[src/core/apc_pkg.sv]
// apc_pkg: constants and carriers for the audio port clock block
// assumes a 25 MHz reference clock and 8-bit register access
package apc_pkg;
    localparam longint CLK_HZ = 25_000_000;
    // register offsets
    localparam logic [7:0] MODE_CFG_OFS = 8'h13;
    localparam logic [7:0] RATE_CFG_OFS = 8'h14;
    localparam logic [7:0] MON_STS_OFS = 8'h15;
    localparam logic [7:0] CLK_SRC_OFS = 8'h16;
    // reset values
    localparam logic [7:0] MODE_CFG_RST = 8'h02;
    localparam logic [7:0] RATE_CFG_RST = 8'h48;
    localparam logic [7:0] MON_STS_RST = 8'hFF;
    localparam logic CLK_SRC_STYLE_RST = 1'b0;
    localparam int CLK_SRC_STYLE_BIT = 6;
    // codes
    localparam logic [3:0] STS_INVALID = 4'hF;
    localparam logic [3:0] RATE_CODE_MAX = 4'h8;
    localparam logic [3:0] RATIO_CODE_MAX = 4'hC;
    localparam logic [3:0] RATE_FALLBACK = 4'h4;
    localparam logic [3:0] RATIO_FALLBACK = 4'h8;
    // bit clocks per frame, codes 0 to 12
    localparam int RATIO_TBL [13] = '{16, 24, 32, 48, 64, 96, 128, 192, 256, 384, 512, 1024,
        2048};
    // frame rates in Hz, codes 0 to 8, each family
    localparam int RATE48_HZ [9] = '{8000, 16000, 24000, 32000, 48000, 96000, 192000, 384000,
        768000};
    localparam int RATE44_HZ [9] = '{7350, 14700, 22050, 29400, 44100, 88200, 176400, 352800,
        705600};
    // measurement tolerance in 32nds and silence timeout in reference cycles
    localparam int TOL_LO_32 = 31;
    localparam int TOL_HI_32 = 33;
    localparam logic [11:0] MON_TIMEOUT = 12'hFFF;

    typedef struct packed {
        logic drive_clocks_select;
        logic auto_clk_off;
        logic auto_loop_off;
        logic port_clock_gate;
        logic rate_family_select;
        logic [2:0] master_clock_freq_code;
    } apc_mode_cfg_t;

    typedef struct packed {
        logic [3:0] programmed_rate_code;
        logic [3:0] programmed_ratio_code;
    } apc_rate_cfg_t;

    typedef struct packed {
        logic [3:0] detected_rate_code;
        logic [3:0] detected_ratio_code;
    } apc_mon_sts_t;
endpackage : apc_pkg

[src/core/apc_top.sv]
// apc_top: audio serial port clock drive, gating and bus clock monitor
// assumes a register port on the reference clock; pins pass a 3-flop synchroniser
//
// Functional notes
// - select bit 0 receives clocks, 1 drives them
// - auto bit 0 derives dividers and PLL automatically
// - auto mode: PLL runs unless loop-off set
// - master gate bit holds outgoing clocks low
// - family bit picks 48 kHz or 44.1 kHz
// - 3-bit code names master clock frequency
// - rate field, reset 4, unused slave auto
// - ratio field sets bit clocks per frame
// - detected rate reported, 15 when invalid
// - detected ratio reported, 15 when invalid
// - style bit picks code or frame multiple
`timescale 1ns/1ps
module apc_top
    import apc_pkg::*;
(
    input wire logic ref_clk_in,
    input wire logic rst_n_in,
    input wire logic [7:0] reg_addr_in,
    input wire logic [7:0] reg_wdata_in,
    input wire logic reg_wr_in,
    input wire logic bclk_in,
    input wire logic frame_sync_in,
    output logic [7:0] reg_rdata_out,
    output logic bclk_out,
    output logic bclk_oe_n_out,
    output logic frame_sync_out,
    output logic frame_sync_oe_n_out,
    output logic pll_run_out,
    output logic custom_clk_out,
    output logic mclk_from_code_out,
    output logic [2:0] master_clock_freq_code_out
);
    typedef logic [7:0] apc_div_tbl_t [0:511];

    // half bit-clock period in reference cycles for {family, rate, ratio}
    function automatic apc_div_tbl_t build_div_tbl();
        apc_div_tbl_t t;
        longint hz;
        longint h;
        int r;
        int q;
        for (int i = 0; i < 512; i++) begin
            r = ((i >> 4) & 15) > 8 ? 4 : ((i >> 4) & 15);
            q = (i & 15) > 12 ? 8 : (i & 15);
            hz = (i >= 256) ? RATE44_HZ[r] : RATE48_HZ[r];
            h = CLK_HZ / (2 * hz * RATIO_TBL[q]);
            t[i] = (h < 1) ? 8'h01 : ((h > 255) ? 8'hFF : 8'(h));
        end
        return t;
    endfunction : build_div_tbl

    localparam apc_div_tbl_t DIV_TBL = build_div_tbl();

    // frame period in reference cycles to rate code
    function automatic logic [3:0] classify_rate(input logic [11:0] per);
        logic [3:0] c;
        c = STS_INVALID;
        for (int k = 0; k < 9; k++) begin
            if (longint'(per) >= CLK_HZ / RATE48_HZ[k] * TOL_LO_32 / 32 &&
                longint'(per) <= CLK_HZ / RATE44_HZ[k] * TOL_HI_32 / 32) begin
                c = 4'(k);
            end
        end
        return c;
    endfunction : classify_rate

    // bit clocks per frame to ratio code
    function automatic logic [3:0] classify_ratio(input logic [11:0] bits);
        logic [3:0] c;
        c = STS_INVALID;
        for (int k = 0; k < 13; k++) begin
            if (32'(bits) == RATIO_TBL[k]) begin
                c = 4'(k);
            end
        end
        return c;
    endfunction : classify_ratio

    apc_mode_cfg_t mode_r;
    apc_rate_cfg_t rate_r;
    apc_mon_sts_t sts_r;
    logic style_r;
    logic [2:0] bclk_sy_r;
    logic [2:0] fs_sy_r;
    logic bclk_st_r;
    logic fs_st_r;
    logic [7:0] div_cnt_r;
    logic [11:0] bit_cnt_r;
    logic mon_b_prev_r;
    logic mon_f_prev_r;
    logic [11:0] per_cnt_r;
    logic [11:0] mon_bits_r;
    logic run;
    logic [7:0] half_div;
    logic [11:0] frame_bits;
    logic [3:0] rate_eff;
    logic [3:0] ratio_eff;
    logic mon_b;
    logic mon_f;
    logic rise_b;
    logic rise_f;

    // register writes; status is read-only and ignores writes
    always_ff @(posedge ref_clk_in or negedge rst_n_in) begin
        if (!rst_n_in) begin
            mode_r <= MODE_CFG_RST;
            rate_r <= RATE_CFG_RST;
            style_r <= CLK_SRC_STYLE_RST;
        end else if (reg_wr_in) begin
            case (reg_addr_in)
                MODE_CFG_OFS: mode_r <= reg_wdata_in;
                RATE_CFG_OFS: rate_r <= reg_wdata_in;
                CLK_SRC_OFS: style_r <= reg_wdata_in[CLK_SRC_STYLE_BIT];
                default: ;
            endcase
        end
    end

    // read data one cycle after the address; unmapped reads give zero
    always_ff @(posedge ref_clk_in or negedge rst_n_in) begin
        if (!rst_n_in) begin
            reg_rdata_out <= 8'h00;
        end else begin
            case (reg_addr_in)
                MODE_CFG_OFS: reg_rdata_out <= mode_r;
                RATE_CFG_OFS: reg_rdata_out <= rate_r;
                MON_STS_OFS: reg_rdata_out <= sts_r;
                CLK_SRC_OFS: reg_rdata_out <= 8'({style_r, 6'h00});
                default: reg_rdata_out <= 8'h00;
            endcase
        end
    end

    // clock-tree controls towards the PLL and dividers
    always_ff @(posedge ref_clk_in or negedge rst_n_in) begin
        if (!rst_n_in) begin
            custom_clk_out <= 1'b0;
            pll_run_out <= 1'b1;
            mclk_from_code_out <= 1'b1;
            master_clock_freq_code_out <= MODE_CFG_RST[2:0];
        end else begin
            custom_clk_out <= mode_r.auto_clk_off;
            // custom mode leaves the loop to outside settings, so held off here
            pll_run_out <= !mode_r.auto_clk_off && !mode_r.auto_loop_off;
            mclk_from_code_out <= !style_r;
            master_clock_freq_code_out <= mode_r.master_clock_freq_code;
        end
    end

    // reserved codes fall back to reset values rather than odd dividers
    always_comb begin
        rate_eff = (rate_r.programmed_rate_code > RATE_CODE_MAX) ? RATE_FALLBACK
                 : rate_r.programmed_rate_code;
        ratio_eff = (rate_r.programmed_ratio_code > RATIO_CODE_MAX) ? RATIO_FALLBACK
                  : rate_r.programmed_ratio_code;
        half_div = DIV_TBL[{mode_r.rate_family_select, rate_eff, ratio_eff}];
        frame_bits = 12'(RATIO_TBL[ratio_eff]);
    end

    // rate field only matters while driving, so slave auto ignores it
    assign run = mode_r.drive_clocks_select && !mode_r.port_clock_gate;

    // pin direction: enables low while driving
    always_ff @(posedge ref_clk_in or negedge rst_n_in) begin
        if (!rst_n_in) begin
            bclk_oe_n_out <= 1'b1;
            frame_sync_oe_n_out <= 1'b1;
        end else begin
            bclk_oe_n_out <= !mode_r.drive_clocks_select;
            frame_sync_oe_n_out <= !mode_r.drive_clocks_select;
        end
    end

    // clock generator; frame sync changes on the falling bit clock
    always_ff @(posedge ref_clk_in or negedge rst_n_in) begin
        if (!rst_n_in) begin
            div_cnt_r <= 8'h00;
            bclk_out <= 1'b0;
            bit_cnt_r <= 12'h000;
            frame_sync_out <= 1'b0;
        end else if (!run) begin
            div_cnt_r <= 8'h00;
            bclk_out <= 1'b0;
            bit_cnt_r <= 12'h000;
            frame_sync_out <= 1'b0;
        end else if (div_cnt_r >= half_div - 8'h01) begin
            div_cnt_r <= 8'h00;
            bclk_out <= !bclk_out;
            if (bclk_out) begin
                bit_cnt_r <= (bit_cnt_r >= frame_bits - 12'h001) ? 12'h000
                           : bit_cnt_r + 12'h001;
                frame_sync_out <= (bit_cnt_r >= frame_bits - 12'h001);
            end
        end else begin
            div_cnt_r <= div_cnt_r + 8'h01;
        end
    end

    // pin synchronisers; a change counts once stages two and three agree
    always_ff @(posedge ref_clk_in or negedge rst_n_in) begin
        if (!rst_n_in) begin
            bclk_sy_r <= 3'h0;
            fs_sy_r <= 3'h0;
            bclk_st_r <= 1'b0;
            fs_st_r <= 1'b0;
        end else begin
            bclk_sy_r <= {bclk_sy_r[1:0], bclk_in};
            fs_sy_r <= {fs_sy_r[1:0], frame_sync_in};
            if (bclk_sy_r[1] == bclk_sy_r[2]) begin
                bclk_st_r <= bclk_sy_r[2];
            end
            if (fs_sy_r[1] == fs_sy_r[2]) begin
                fs_st_r <= fs_sy_r[2];
            end
        end
    end

    // monitor watches whatever clocks are on the bus
    assign mon_b = mode_r.drive_clocks_select ? bclk_out : bclk_st_r;
    assign mon_f = mode_r.drive_clocks_select ? frame_sync_out : fs_st_r;
    assign rise_b = mon_b && !mon_b_prev_r;
    assign rise_f = mon_f && !mon_f_prev_r;

    // measure every frame; silence past the timeout marks both invalid
    always_ff @(posedge ref_clk_in or negedge rst_n_in) begin
        if (!rst_n_in) begin
            mon_b_prev_r <= 1'b0;
            mon_f_prev_r <= 1'b0;
            per_cnt_r <= 12'h000;
            mon_bits_r <= 12'h000;
            sts_r <= MON_STS_RST;
        end else begin
            mon_b_prev_r <= mon_b;
            mon_f_prev_r <= mon_f;
            if (rise_f) begin
                sts_r.detected_rate_code <= classify_rate(per_cnt_r + 12'h001);
                sts_r.detected_ratio_code <= classify_ratio(mon_bits_r);
                per_cnt_r <= 12'h000;
                mon_bits_r <= {11'h000, rise_b};
            end else begin
                if (per_cnt_r == MON_TIMEOUT) begin
                    sts_r <= MON_STS_RST;
                end else begin
                    per_cnt_r <= per_cnt_r + 12'h001;
                end
                if (rise_b && mon_bits_r != 12'hFFF) begin
                    mon_bits_r <= mon_bits_r + 12'h001;
                end
            end
        end
    end
endmodule : apc_top

[config.mk]
export PLATFORM = sky130hd
export DESIGN_NAME = apc_top
export DESIGN_NICKNAME = d
export VERILOG_FILES = /design/src/core/apc_pkg.sv /design/src/core/apc_top.sv
export SDC_FILE = /design/constraint.sdc
export NUM_CORES = 1
export LEC_CHECK = 0
export ABC_AREA = 1
export BUFFER_PORTS_ARGS = -buffer_cell sky130_fd_sc_hd__buf_4
export CAP_MARGIN = 15
export CORE_ASPECT_RATIO = 1.75
export CORE_MARGIN = 2
export CORE_UTILIZATION = 56
export DETAILED_ROUTE_END_ITERATION = 10
export PLACE_DENSITY = 0.79
export SLEW_MARGIN = 20
export SYNTH_ARGS = -nofsm -noshare
export SYNTH_HDL_FRONTEND = slang
export SYNTH_SLANG_ARGS = --single-unit
[constraint.sdc]
create_clock -name ref_clk_in -period 7.7 [get_ports ref_clk_in]
set_input_delay 0.385 -clock ref_clk_in [delete_from_list [all_inputs] [get_ports ref_clk_in]]
set_output_delay 0.385 -clock ref_clk_in [all_outputs]
set_load 0.01 [all_outputs]
# After elaboration in Yosys (flattened, before gate mapping)
# Memories as Yosys holds them, arrays and structs flattened.
# Index checks and enable logic that the tools add are counted.
# totals
ff_bits,96
memories,2
input_bits,21
mem_bits_ro,4608
elab_cells,163
# mem_list
name,depth,width,read_ports,rd_clocked_by_memory_dff,wr,line,rtl
(no name shown),512,8,1,0,0,apc_top.sv:160,"half_div = DIV_TBL[{mode_r.rate_family_select, rate_eff, ratio_eff}];"
(no name shown),16,32,1,0,0,apc_top.sv:161,frame_bits = 12'(RATIO_TBL[ratio_eff]);
# op_classes
n_eq_ne,24
reduce_logical,28
mux,48
n_bitwise,2
n_addsub,6
magnitude_cmp,24
# ops
operator,count
12-bit 2-to-1 mux,10
4-bit 2-to-1 mux,24
8-bit 2-to-1 mux,6
"12-bit by 1-bit adder with 12-bit output, second input constant",3
"8-bit by 5-bit == test with 1-bit output, second input constant",4
8-bit case mux with 4 select lines,1
"12-bit == test, second input constant",2
"12-bit by 5-bit == test with 1-bit output, second input constant",2
"12-bit by 6-bit == test with 1-bit output, second input constant",2
"12-bit by 7-bit == test with 1-bit output, second input constant",2
"12-bit by 8-bit == test with 1-bit output, second input constant",2
"12-bit by 9-bit == test with 1-bit output, second input constant",2
"12-bit by 10-bit greater-or-equal comparator with 1-bit output, second input constant",2
"12-bit by 10-bit <= comparator with 1-bit output, second input constant",2
"12-bit by 11-bit <= comparator with 1-bit output, second input constant",2
1-bit logical AND,14
"12-bit by 10-bit == test with 1-bit output, second input constant",1
"12-bit by 11-bit == test with 1-bit output, second input constant",1
"12-bit by 11-bit greater-or-equal comparator with 1-bit output, second input constant",1
12-bit greater-or-equal comparator,1
"12-bit greater-or-equal comparator, second input constant",1
"12-bit by 5-bit greater-or-equal comparator with 1-bit output, second input constant",1
"12-bit by 6-bit greater-or-equal comparator with 1-bit output, second input constant",1
"12-bit by 7-bit greater-or-equal comparator with 1-bit output, second input constant",1
other kinds (24),44

# Logic depth before layout (Yosys ltp)
# Gate-level depths: netlist of run 1.
# depth
depth_word,15
ltp_mapped,31
depth_no_buf,30

# Worst setup path before layout of run 1
# OpenSTA, ideal clock, no wires.
# synth_path
path_kind,register to register
startpoint,reg rate_r[2] (netlist name)
endpoint,reg bit_cnt_r[10]
t_arrival_ns,3.802
path_slack_ns,3.768
path_buffers,2
path_stages_with_launch,26
synth_period_minus_slack_ns,3.932
cell_sequence,dfrtp_1 buf_2 nand2_1 inv_1 nor2_1 inv_1 ha_1 nand2_1 o21ai_0 a21oi_1 a21oi_1 nand2_1 ha_1 nand3_1 nand2_1 nand2_1 inv_1 ha_1 nand2_1 nor2_1 nand4_1 nand4_1 o21ai_0 buf_2 nor2_2 nor2_1
# synth_via
elab_chain_cells,12
# synth_lines
element,line,rtl
start: declaration,apc_top.sv:84,apc_rate_cfg_t rate_r;
start signal: assignment,apc_top.sv:116,RATE_CFG_OFS: rate_r <= reg_wdata_in;
4-bit greater-than comparator,apc_top.sv:158,ratio_eff = (rate_r.programmed_ratio_code > RATIO_CODE_MAX) ? RATIO_FALLBACK
4-bit 2-to-1 mux (*),apc_top.sv:158,
"parallel branches: the longest is 10 deep, another holds memory 512 x 8 bit",--,
end signal: assignment,apc_top.sv:194,bit_cnt_r <= (bit_cnt_r >= frame_bits - 12'h001) ? 12'h000
end: declaration,apc_top.sv:92,logic [11:0] bit_cnt_r;
# Every way passes the cells marked *. The select of a mux whose other input is x is not followed.
# A chain may end at the register's enable or synchronous reset.

# Worst setup path in the final report of run 1
# layout_path
startpoint,reg rate_r[3] (netlist name)
endpoint,reg bit_cnt_r[6]
# The elaborated chain is that of the path after synthesis.

==> results.md, run 1 <==
- Status: finished clean
- Critical path arrival: 5.24 ns
- Commonest non-fill, non-tap cell in the layout: nand2_1
- Flop2flop setup slack: 2.69 ns
- Critical Path End: bit_cnt_r[6]
- CTS resizes: 0
- Std cell rows: 52
- DRT iter0 DRCs: 345
- Antenna diode count: 0
- Multi-input gate area: 0.00352 sq mm
- Worst Setup SP: rate_r[3]
- DR vias: 6269
- Pin count of the biggest net entering global routing: 53
- Crit path launch type: flop
- Final Hold Vio Count: 0
- MaxCap Viol Count: 0
- Grt ovf: 0
- Hold_buf cts: 0
- Clock power frac: 32.3%
- FF-to-FF End: bit_cnt_r[6]
- Share of the synthesized area in the top cell type: 31.2%
- Crit path buf inv count: 3
- TritonRoute pass-1 iters: 7
- CTS tree: built
- Initial Util: 56.8%
- Port bufs: 38
- Fin crit share: 65.1%
- Worst r2r path cells: 28
- Post-Synthesis Cells: 925
- Setup Total Neg Slack: 0 ns
- Syn_nets: 978
- Yosys cell types: 47
- IO Count: 39
- FMAX: 199 MHz
- Post-synth EDFFs: 0
- Register Area: 0.00242 sq mm
- Worst r2r src: rate_r[3]
- Worst slew margin: 45.5%
- CTS root buffer: clkbuf_16
- FILL cells: 1091
- Vert. Die Dim: 147 um
- Yosys reg bits: 96
- Layout cell share with drive strength beyond 1: 10.5%
- Max Slew Vio Count: 0
- Logic pwr share: 25.5%
- Clock Pin Slew Worst Setup and Hold Paths: 0.07 ns
- Worst path slowest cell: dfstp_2
- Crit. End Element: flop
- Final Net Count: 1014
- Die Area: 0.0125 sq mm
- CTS buffer count: 9
- Clk_lat worst skew: 0.36 ns
- Sequential share of the synthesized area: 37.2%
- WP depth: 28
- Synth area leaders: dfrtp_1, nand2_1, inv_1, ha_1, dfstp_2
- Post-Route Utilization: 62.7%
- Antenna-violating nets left: 0
- RSZ-0062 raised after global routing: no
- Final Cell Area: 0.00718 sq mm
- Vias in the first global route: 6477
- YS warnings: 0
- Setup Fix Bufs, Post-CTS: 0
- Placed cell area: 0.00690 sq mm
- Leak: 3.52 nW
- Initial antenna violation count: 0
- Req. time, crit path: 7.93 ns
- Pwr Density: 190 mW/mm^2
- Routed vias/inst: 5.69
- Routed length per placed instance: 15.6 um
- Hold/Removal Path Class: input pin to asynchronous set/reset pin
- Die width: 85.5 um
- HPWL after detailed placement: 13500 um
- H-Tree Level Count: 3
- Internal power component: 0.000883 W
- First-pass GRT wire length: 28700 um
- Ys async rst share: 100%
- Final RePlAce weighted congestion: 1.02
- Avg Cell Area, Syn: 7.03 sq um
- Crit-path max cell delay: 0.73 ns
- Net Sw Frac: 35.4%
- Delay-heaviest family, CP: simple AND/OR/NAND/NOR gates
- Slew @ Worst Pin: 0.815 ns
- WS Path Type: flop to flop
- Worst-path maximum fanout: 17
- Min cycle time layout: 5.01 ns
- Sw power: 0.000485 W
- Final Skew: 0.0111 ns
- DRC errors left: 0
- Peak supply drop: 0.000136 V
- Part of the power in registers: 42.2%
- Final setup viols: 0
- Clock Path Buffers: 2
- Worst hold slack: 0.00951 ns
- Final wirelength: 17200 um
- TritonCTS Sinks: 96
- Area leader, netlist: dfrtp_1
- All-Layer GR Usage: 28.9%
- Area grow syn2layout: 10.5%
- Most frequent cells in the layout: nand2_1, inv_1, nor2_1
- Netlist Area Pre-Place: 0.00650 sq mm
- Primary FF master, synth: dfrtp_1
- Core box area: 0.0115 sq mm
- Crit-path most repeated cell: nand2_1
-- cells in the mapped netlist, types with 2 or more instances --
cell and count:
buf_2 4, a21oi_1 47, nor2_1 104, a21o_1 2, nor2_2 9, nor2_4 2
ha_1 32, xor2_1 13, o211ai_1 9, inv_2 4, maj3_1 2, or2_2 2
dfstp_2 15, a31oi_1 3, a211oi_1 4, nand3_1 76, inv_1 123, nor4_1 2
clkinv_1 2, o21a_1 2, clkbuf_1 8, dfrtp_1 81, buf_4 2, nand2_1 240
nand2_2 10, o21ai_1 2, and2_1 2, o31ai_1 3, o21ai_0 56, nor3_1 19
nand4_1 20, o221ai_1 4, xnor2_1 6, a21boi_0 2
-- sequential cells by signal (all words and copies together) (netlist names), 3 cells and up --
| signal | count |
|---|---|
| bit_cnt_r | 12 |
| mon_bits_r | 12 |
| per_cnt_r | 12 |
| div_cnt_r | 8 |
| mode_r | 8 |
| rate_r | 8 |
| reg_rdata_out | 8 |
| sts_r | 8 |
| bclk_sy_r | 3 |
| fs_sy_r | 3 |
| master_clock_freq_code_out | 3 |
-- metal layers --
layer / global-route usage [%] / routed length [um]
met5: 0 / 0
met4: 19.3 / 1070
met3: 4.24 / 573
met1: 28.3 / 6120
met2: 54.0 / 9450
-- power by group through the flow --
stage | Combinational, W | Clock, W | Sequential, W
after detailed placement | 0.000344 | 0 | 0.000586
after global placement | 0.000339 | 0 | 0.000584
after global routing | 0.000399 | 0.000465 | 0.000582
final | 0.000349 | 0.000442 | 0.000577
after CTS | 0.000346 | 0.000447 | 0.000576
after floorplan | 0.000250 | 0 | 0.000574
-- worst min path at each step --
| stage | end |
|---|---|
| 2_1_floorplan | bclk_out |
| 4_1_cts | bit_cnt_r[7] |
| 5_1_grt | bit_cnt_r[9] |
| 3_3_place_gp | fs_sy_r[1] |
| 6_report | bit_cnt_r[9] |
| 3_5_place_dp | fs_sy_r[1] |
-- worst reg2reg max path, delay by kind of cell (launching register included) --
| kind | cells | cell delay (ns) |
|---|---|---|
| AO/OA/AOI/OAI | 3 | 0.89 |
| XOR/XNOR | 2 | 0.31 |
| adder cells (fa/ha/maj) | 3 | 0.75 |
| buffers and inverters | 3 | 0.56 |
| flip-flops | 1 | 0.73 |
| AND/OR/NAND/NOR | 17 | 1.66 |
-- stage by stage --
step | instances | power (W) | setup WS [ns]
floorplan | 925 | 0.000824 | 3.77
detailed placement | 1085 | 0.000929 | 2.82
CTS | 1101 | 0.00137 | 2.77
finish | 1101 | 0.00137 | 2.69
global route | 1101 | 0.00145 | 2.22
global placement | 1085 | 0.000924 | 2.83
-- layout make-up --
| cell class | count | share of cell area (%) |
|---|---|---|
| multi-input combinational | 684 | 48.9 |
| clock buffer | 10 | 3.19 |
| clock inverter | 6 | 0.801 |
| sequential | 96 | 33.7 |
| timing repair buffer | 41 | 4.28 |
| tap | 135 | 2.35 |
| inverter | 129 | 6.74 |
-- cells by family after synthesis --
| group | after synthesis | synth area share [%] |
|---|---|---|
| DFF | 96 | 37.2 |
| xor gates and xnor gates | 19 | 2.56 |
| AOI/OAI and AO/OA | 142 | 12.6 |
| adders and majority gates | 34 | 6.47 |
| and+or+nand+nor | 489 | 32.4 |
| buffers and inverters | 145 | 8.68 |
(Power assumes the default switching activity.)
==> inputs of run 2 (changes only) <==
- clock period: 7.7 -> 5.1 ns (I/O delays scaled with it)
==> results.md, run 2 (same netlist as run 1, synthesis figures left out) <==
- Status: finished clean (unchanged)
- Largest regs: bit_cnt_r x12, mon_bits_r x12, per_cnt_r x12 (unchanged)
- Final Skew: 0.0106 ns (was 0.0111 ns)
- CTS root buffer: clkbuf_16 (unchanged)
- Hold/Removal Path Class: input pin to flop (was input pin to asynchronous set/reset pin)
- Std cell rows: 52 (unchanged)
- RSZ-0062 raised after global routing: no (unchanged)
- Pin count of the biggest net entering global routing: 52 (was 53)
- Layout cell share with drive strength beyond 1: 10.9% (was 10.5%)
- Area grow syn2layout: 11.5% (was 10.5%)
- Antenna diode count: 0 (unchanged)
- Clock Pin Slew Worst Setup and Hold Paths: 0.07 ns (about the same)
- Initial Util: 56.8% (unchanged)
- CTS buffer count: 9 (unchanged)
- HPWL after detailed placement: 13300 um (was 13500 um)
- Final RePlAce weighted congestion: 1.01 (was 1.02)
- Routed length per placed instance: 15.3 um (was 15.6 um)
- Fin crit share: 90.2% (was 65.1%)
- CTS tree: built (unchanged)
- Final Hold Vio Count: 0 (unchanged)
- First-pass GRT wire length: 28600 um (was 28700 um)
- Vert. Die Dim: 147 um (unchanged)
- Slew @ Worst Pin: 0.778 ns (was 0.815 ns)
- FMAX: 217 MHz (was 199 MHz)
- Commonest non-fill, non-tap cell in the layout: nand2_1 (unchanged)
- Critical path arrival: 4.82 ns (was 5.24 ns)
- Layout Cells excl Fill: 1107 (was 1101)
- Worst hold slack: 0.0162 ns (was 0.00951 ns)
- Vias in the first global route: 6252 (was 6477)
- Initial antenna violation count: 0 (unchanged)
- Clock Path Buffers: 2 (unchanged)
- DRC errors left: 0 (unchanged)
- Flop2flop setup slack: 0.50 ns (was 2.69 ns)
- Setup Fix Bufs, Post-CTS: 0 (unchanged)
- All-Layer GR Usage: 28.5% (was 28.9%)
- MaxCap Viol Count: 0 (unchanged)
- Req. time, crit path: 5.32 ns (was 7.93 ns)
- Peak supply drop: 0.000222 V (was 0.000136 V)
- Setup Total Neg Slack: 0 ns (unchanged)
- Core box area: 0.0115 sq mm (unchanged)
- Leak: 3.56 nW (was 3.52 nW)
- Port bufs: 38 (unchanged)
- Placed insts: 1089 (was 1085)
- Grt ovf: 0 (unchanged)
- H-Tree Level Count: 3 (unchanged)
- Worst-path maximum fanout: 17 (unchanged)
- Design Power: 0.00207 W (was 0.00137 W)
- Max Slew Vio Count: 0 (unchanged)
- Crit-path most repeated cell: nand2_1 (unchanged)
- DRT iter0 DRCs: 296 (was 345)
- DR vias: 6277 (was 6269)
- Crit-path max cell delay: 0.72 ns (was 0.73 ns)
- Worst path slowest cell: dfstp_2 (unchanged)
- FILL cells: 1067 (was 1091)
- Final Net Count: 1020 (was 1014)
- TritonCTS Sinks: 96 (unchanged)
- TritonRoute pass-1 iters: 5 (was 7)
- Crit path launch type: flop (unchanged)
- IO Count: 39 (unchanged)
- Antenna-violating nets left: 0 (unchanged)
- Worst slew margin: 47.7% (was 45.5%)
- Die width: 85.5 um (unchanged)
- Crit. End Element: flop (unchanged)
- Min cycle time layout: 4.60 ns (was 5.01 ns)
- Routed vias/inst: 5.67 (was 5.69)
- WS Path Type: flop to flop (unchanged)
- Final setup viols: 0 (unchanged)
- Die Area: 0.0125 sq mm (unchanged)
- Most frequent cells in the layout: nand2_1, inv_1, nor2_1 (unchanged)
- Final wirelength: 17000 um (was 17200 um)
- Clk_lat worst skew: 0.35 ns (was 0.36 ns)
- Pwr Density: 286 mW/mm^2 (was 190 mW/mm^2)
- Post-Route Utilization: 63.3% (was 62.7%)
[run 2: per-stage QoR]
stage | setup slack, ns | cell area, sq um
floorplan | 1.17 | 6500
global placement | 0.781 | 6930
detailed placement | 0.655 | 6930
CTS | 0.572 | 7240
global route | 0.0668 | 7250
finish | 0.499 | 7250
[run 2: where the power goes]
part | internal, W | total (W) | switching (W)
Sequential | 0.000819 | 0.000870 | 0.0000511
Clock | 0.000355 | 0.000670 | 0.000314
Combinational | 0.000173 | 0.000530 | 0.000357
[run 2: path summary, 6_finish.rpt]
path / to / from / cells after the start
max: bit_cnt_r[6] / rate_r[3] / 30
min: bclk_sy_r[0] / bclk_in / 1
max reg2reg: bit_cnt_r[6] / rate_r[3] / 30
min reg2reg: bclk_sy_r[1] / bclk_sy_r[0] / 0
max in group asynchronous: per_cnt_r[8] / rst_n_in / 3
min in group asynchronous: bit_cnt_r[9] / rst_n_in / 2
[run 2: routing by layer]
| metal | up-vias | global-route usage, % | wire, um |
|---|---|---|---|
| li1 | 3110 | - | - |
| met2 | 180 | 54.2 | 9460 |
| met1 | 2921 | 29.4 | 6150 |
| met4 | 0 | 15.1 | 830 |
| met3 | 66 | 3.34 | 520 |
| met5 | - | 0 | 0 |
[run 2: final cells by class]
cell class                 instances  area, sq um  area share (%)
multi-input combinational        684         3520            48.5
sequential                        96         2420            33.4
inverter                         129          484            6.68
timing repair buffer              47          358            4.94
clock buffer                      10          239            3.30
tap                              135          169            2.33
clock inverter                     6         60.1           0.829
[run 2: what timing repair did]
action                    in CTS  in global routing
resized for setup              0                  0
hold endpoints to repair      33                  1
hold buffers                   1                  1
[run 2: critical path: cells and delay by family (launching register included)]
kind	cells	cell delay (ns)
xor gates and xnor gates	2	0.31
and+or+nand+nor	17	1.49
AOI/OAI and AO/OA	3	0.38
adders and majority gates	3	0.77
buffers and inverters	5	0.81
DFF	1	0.72
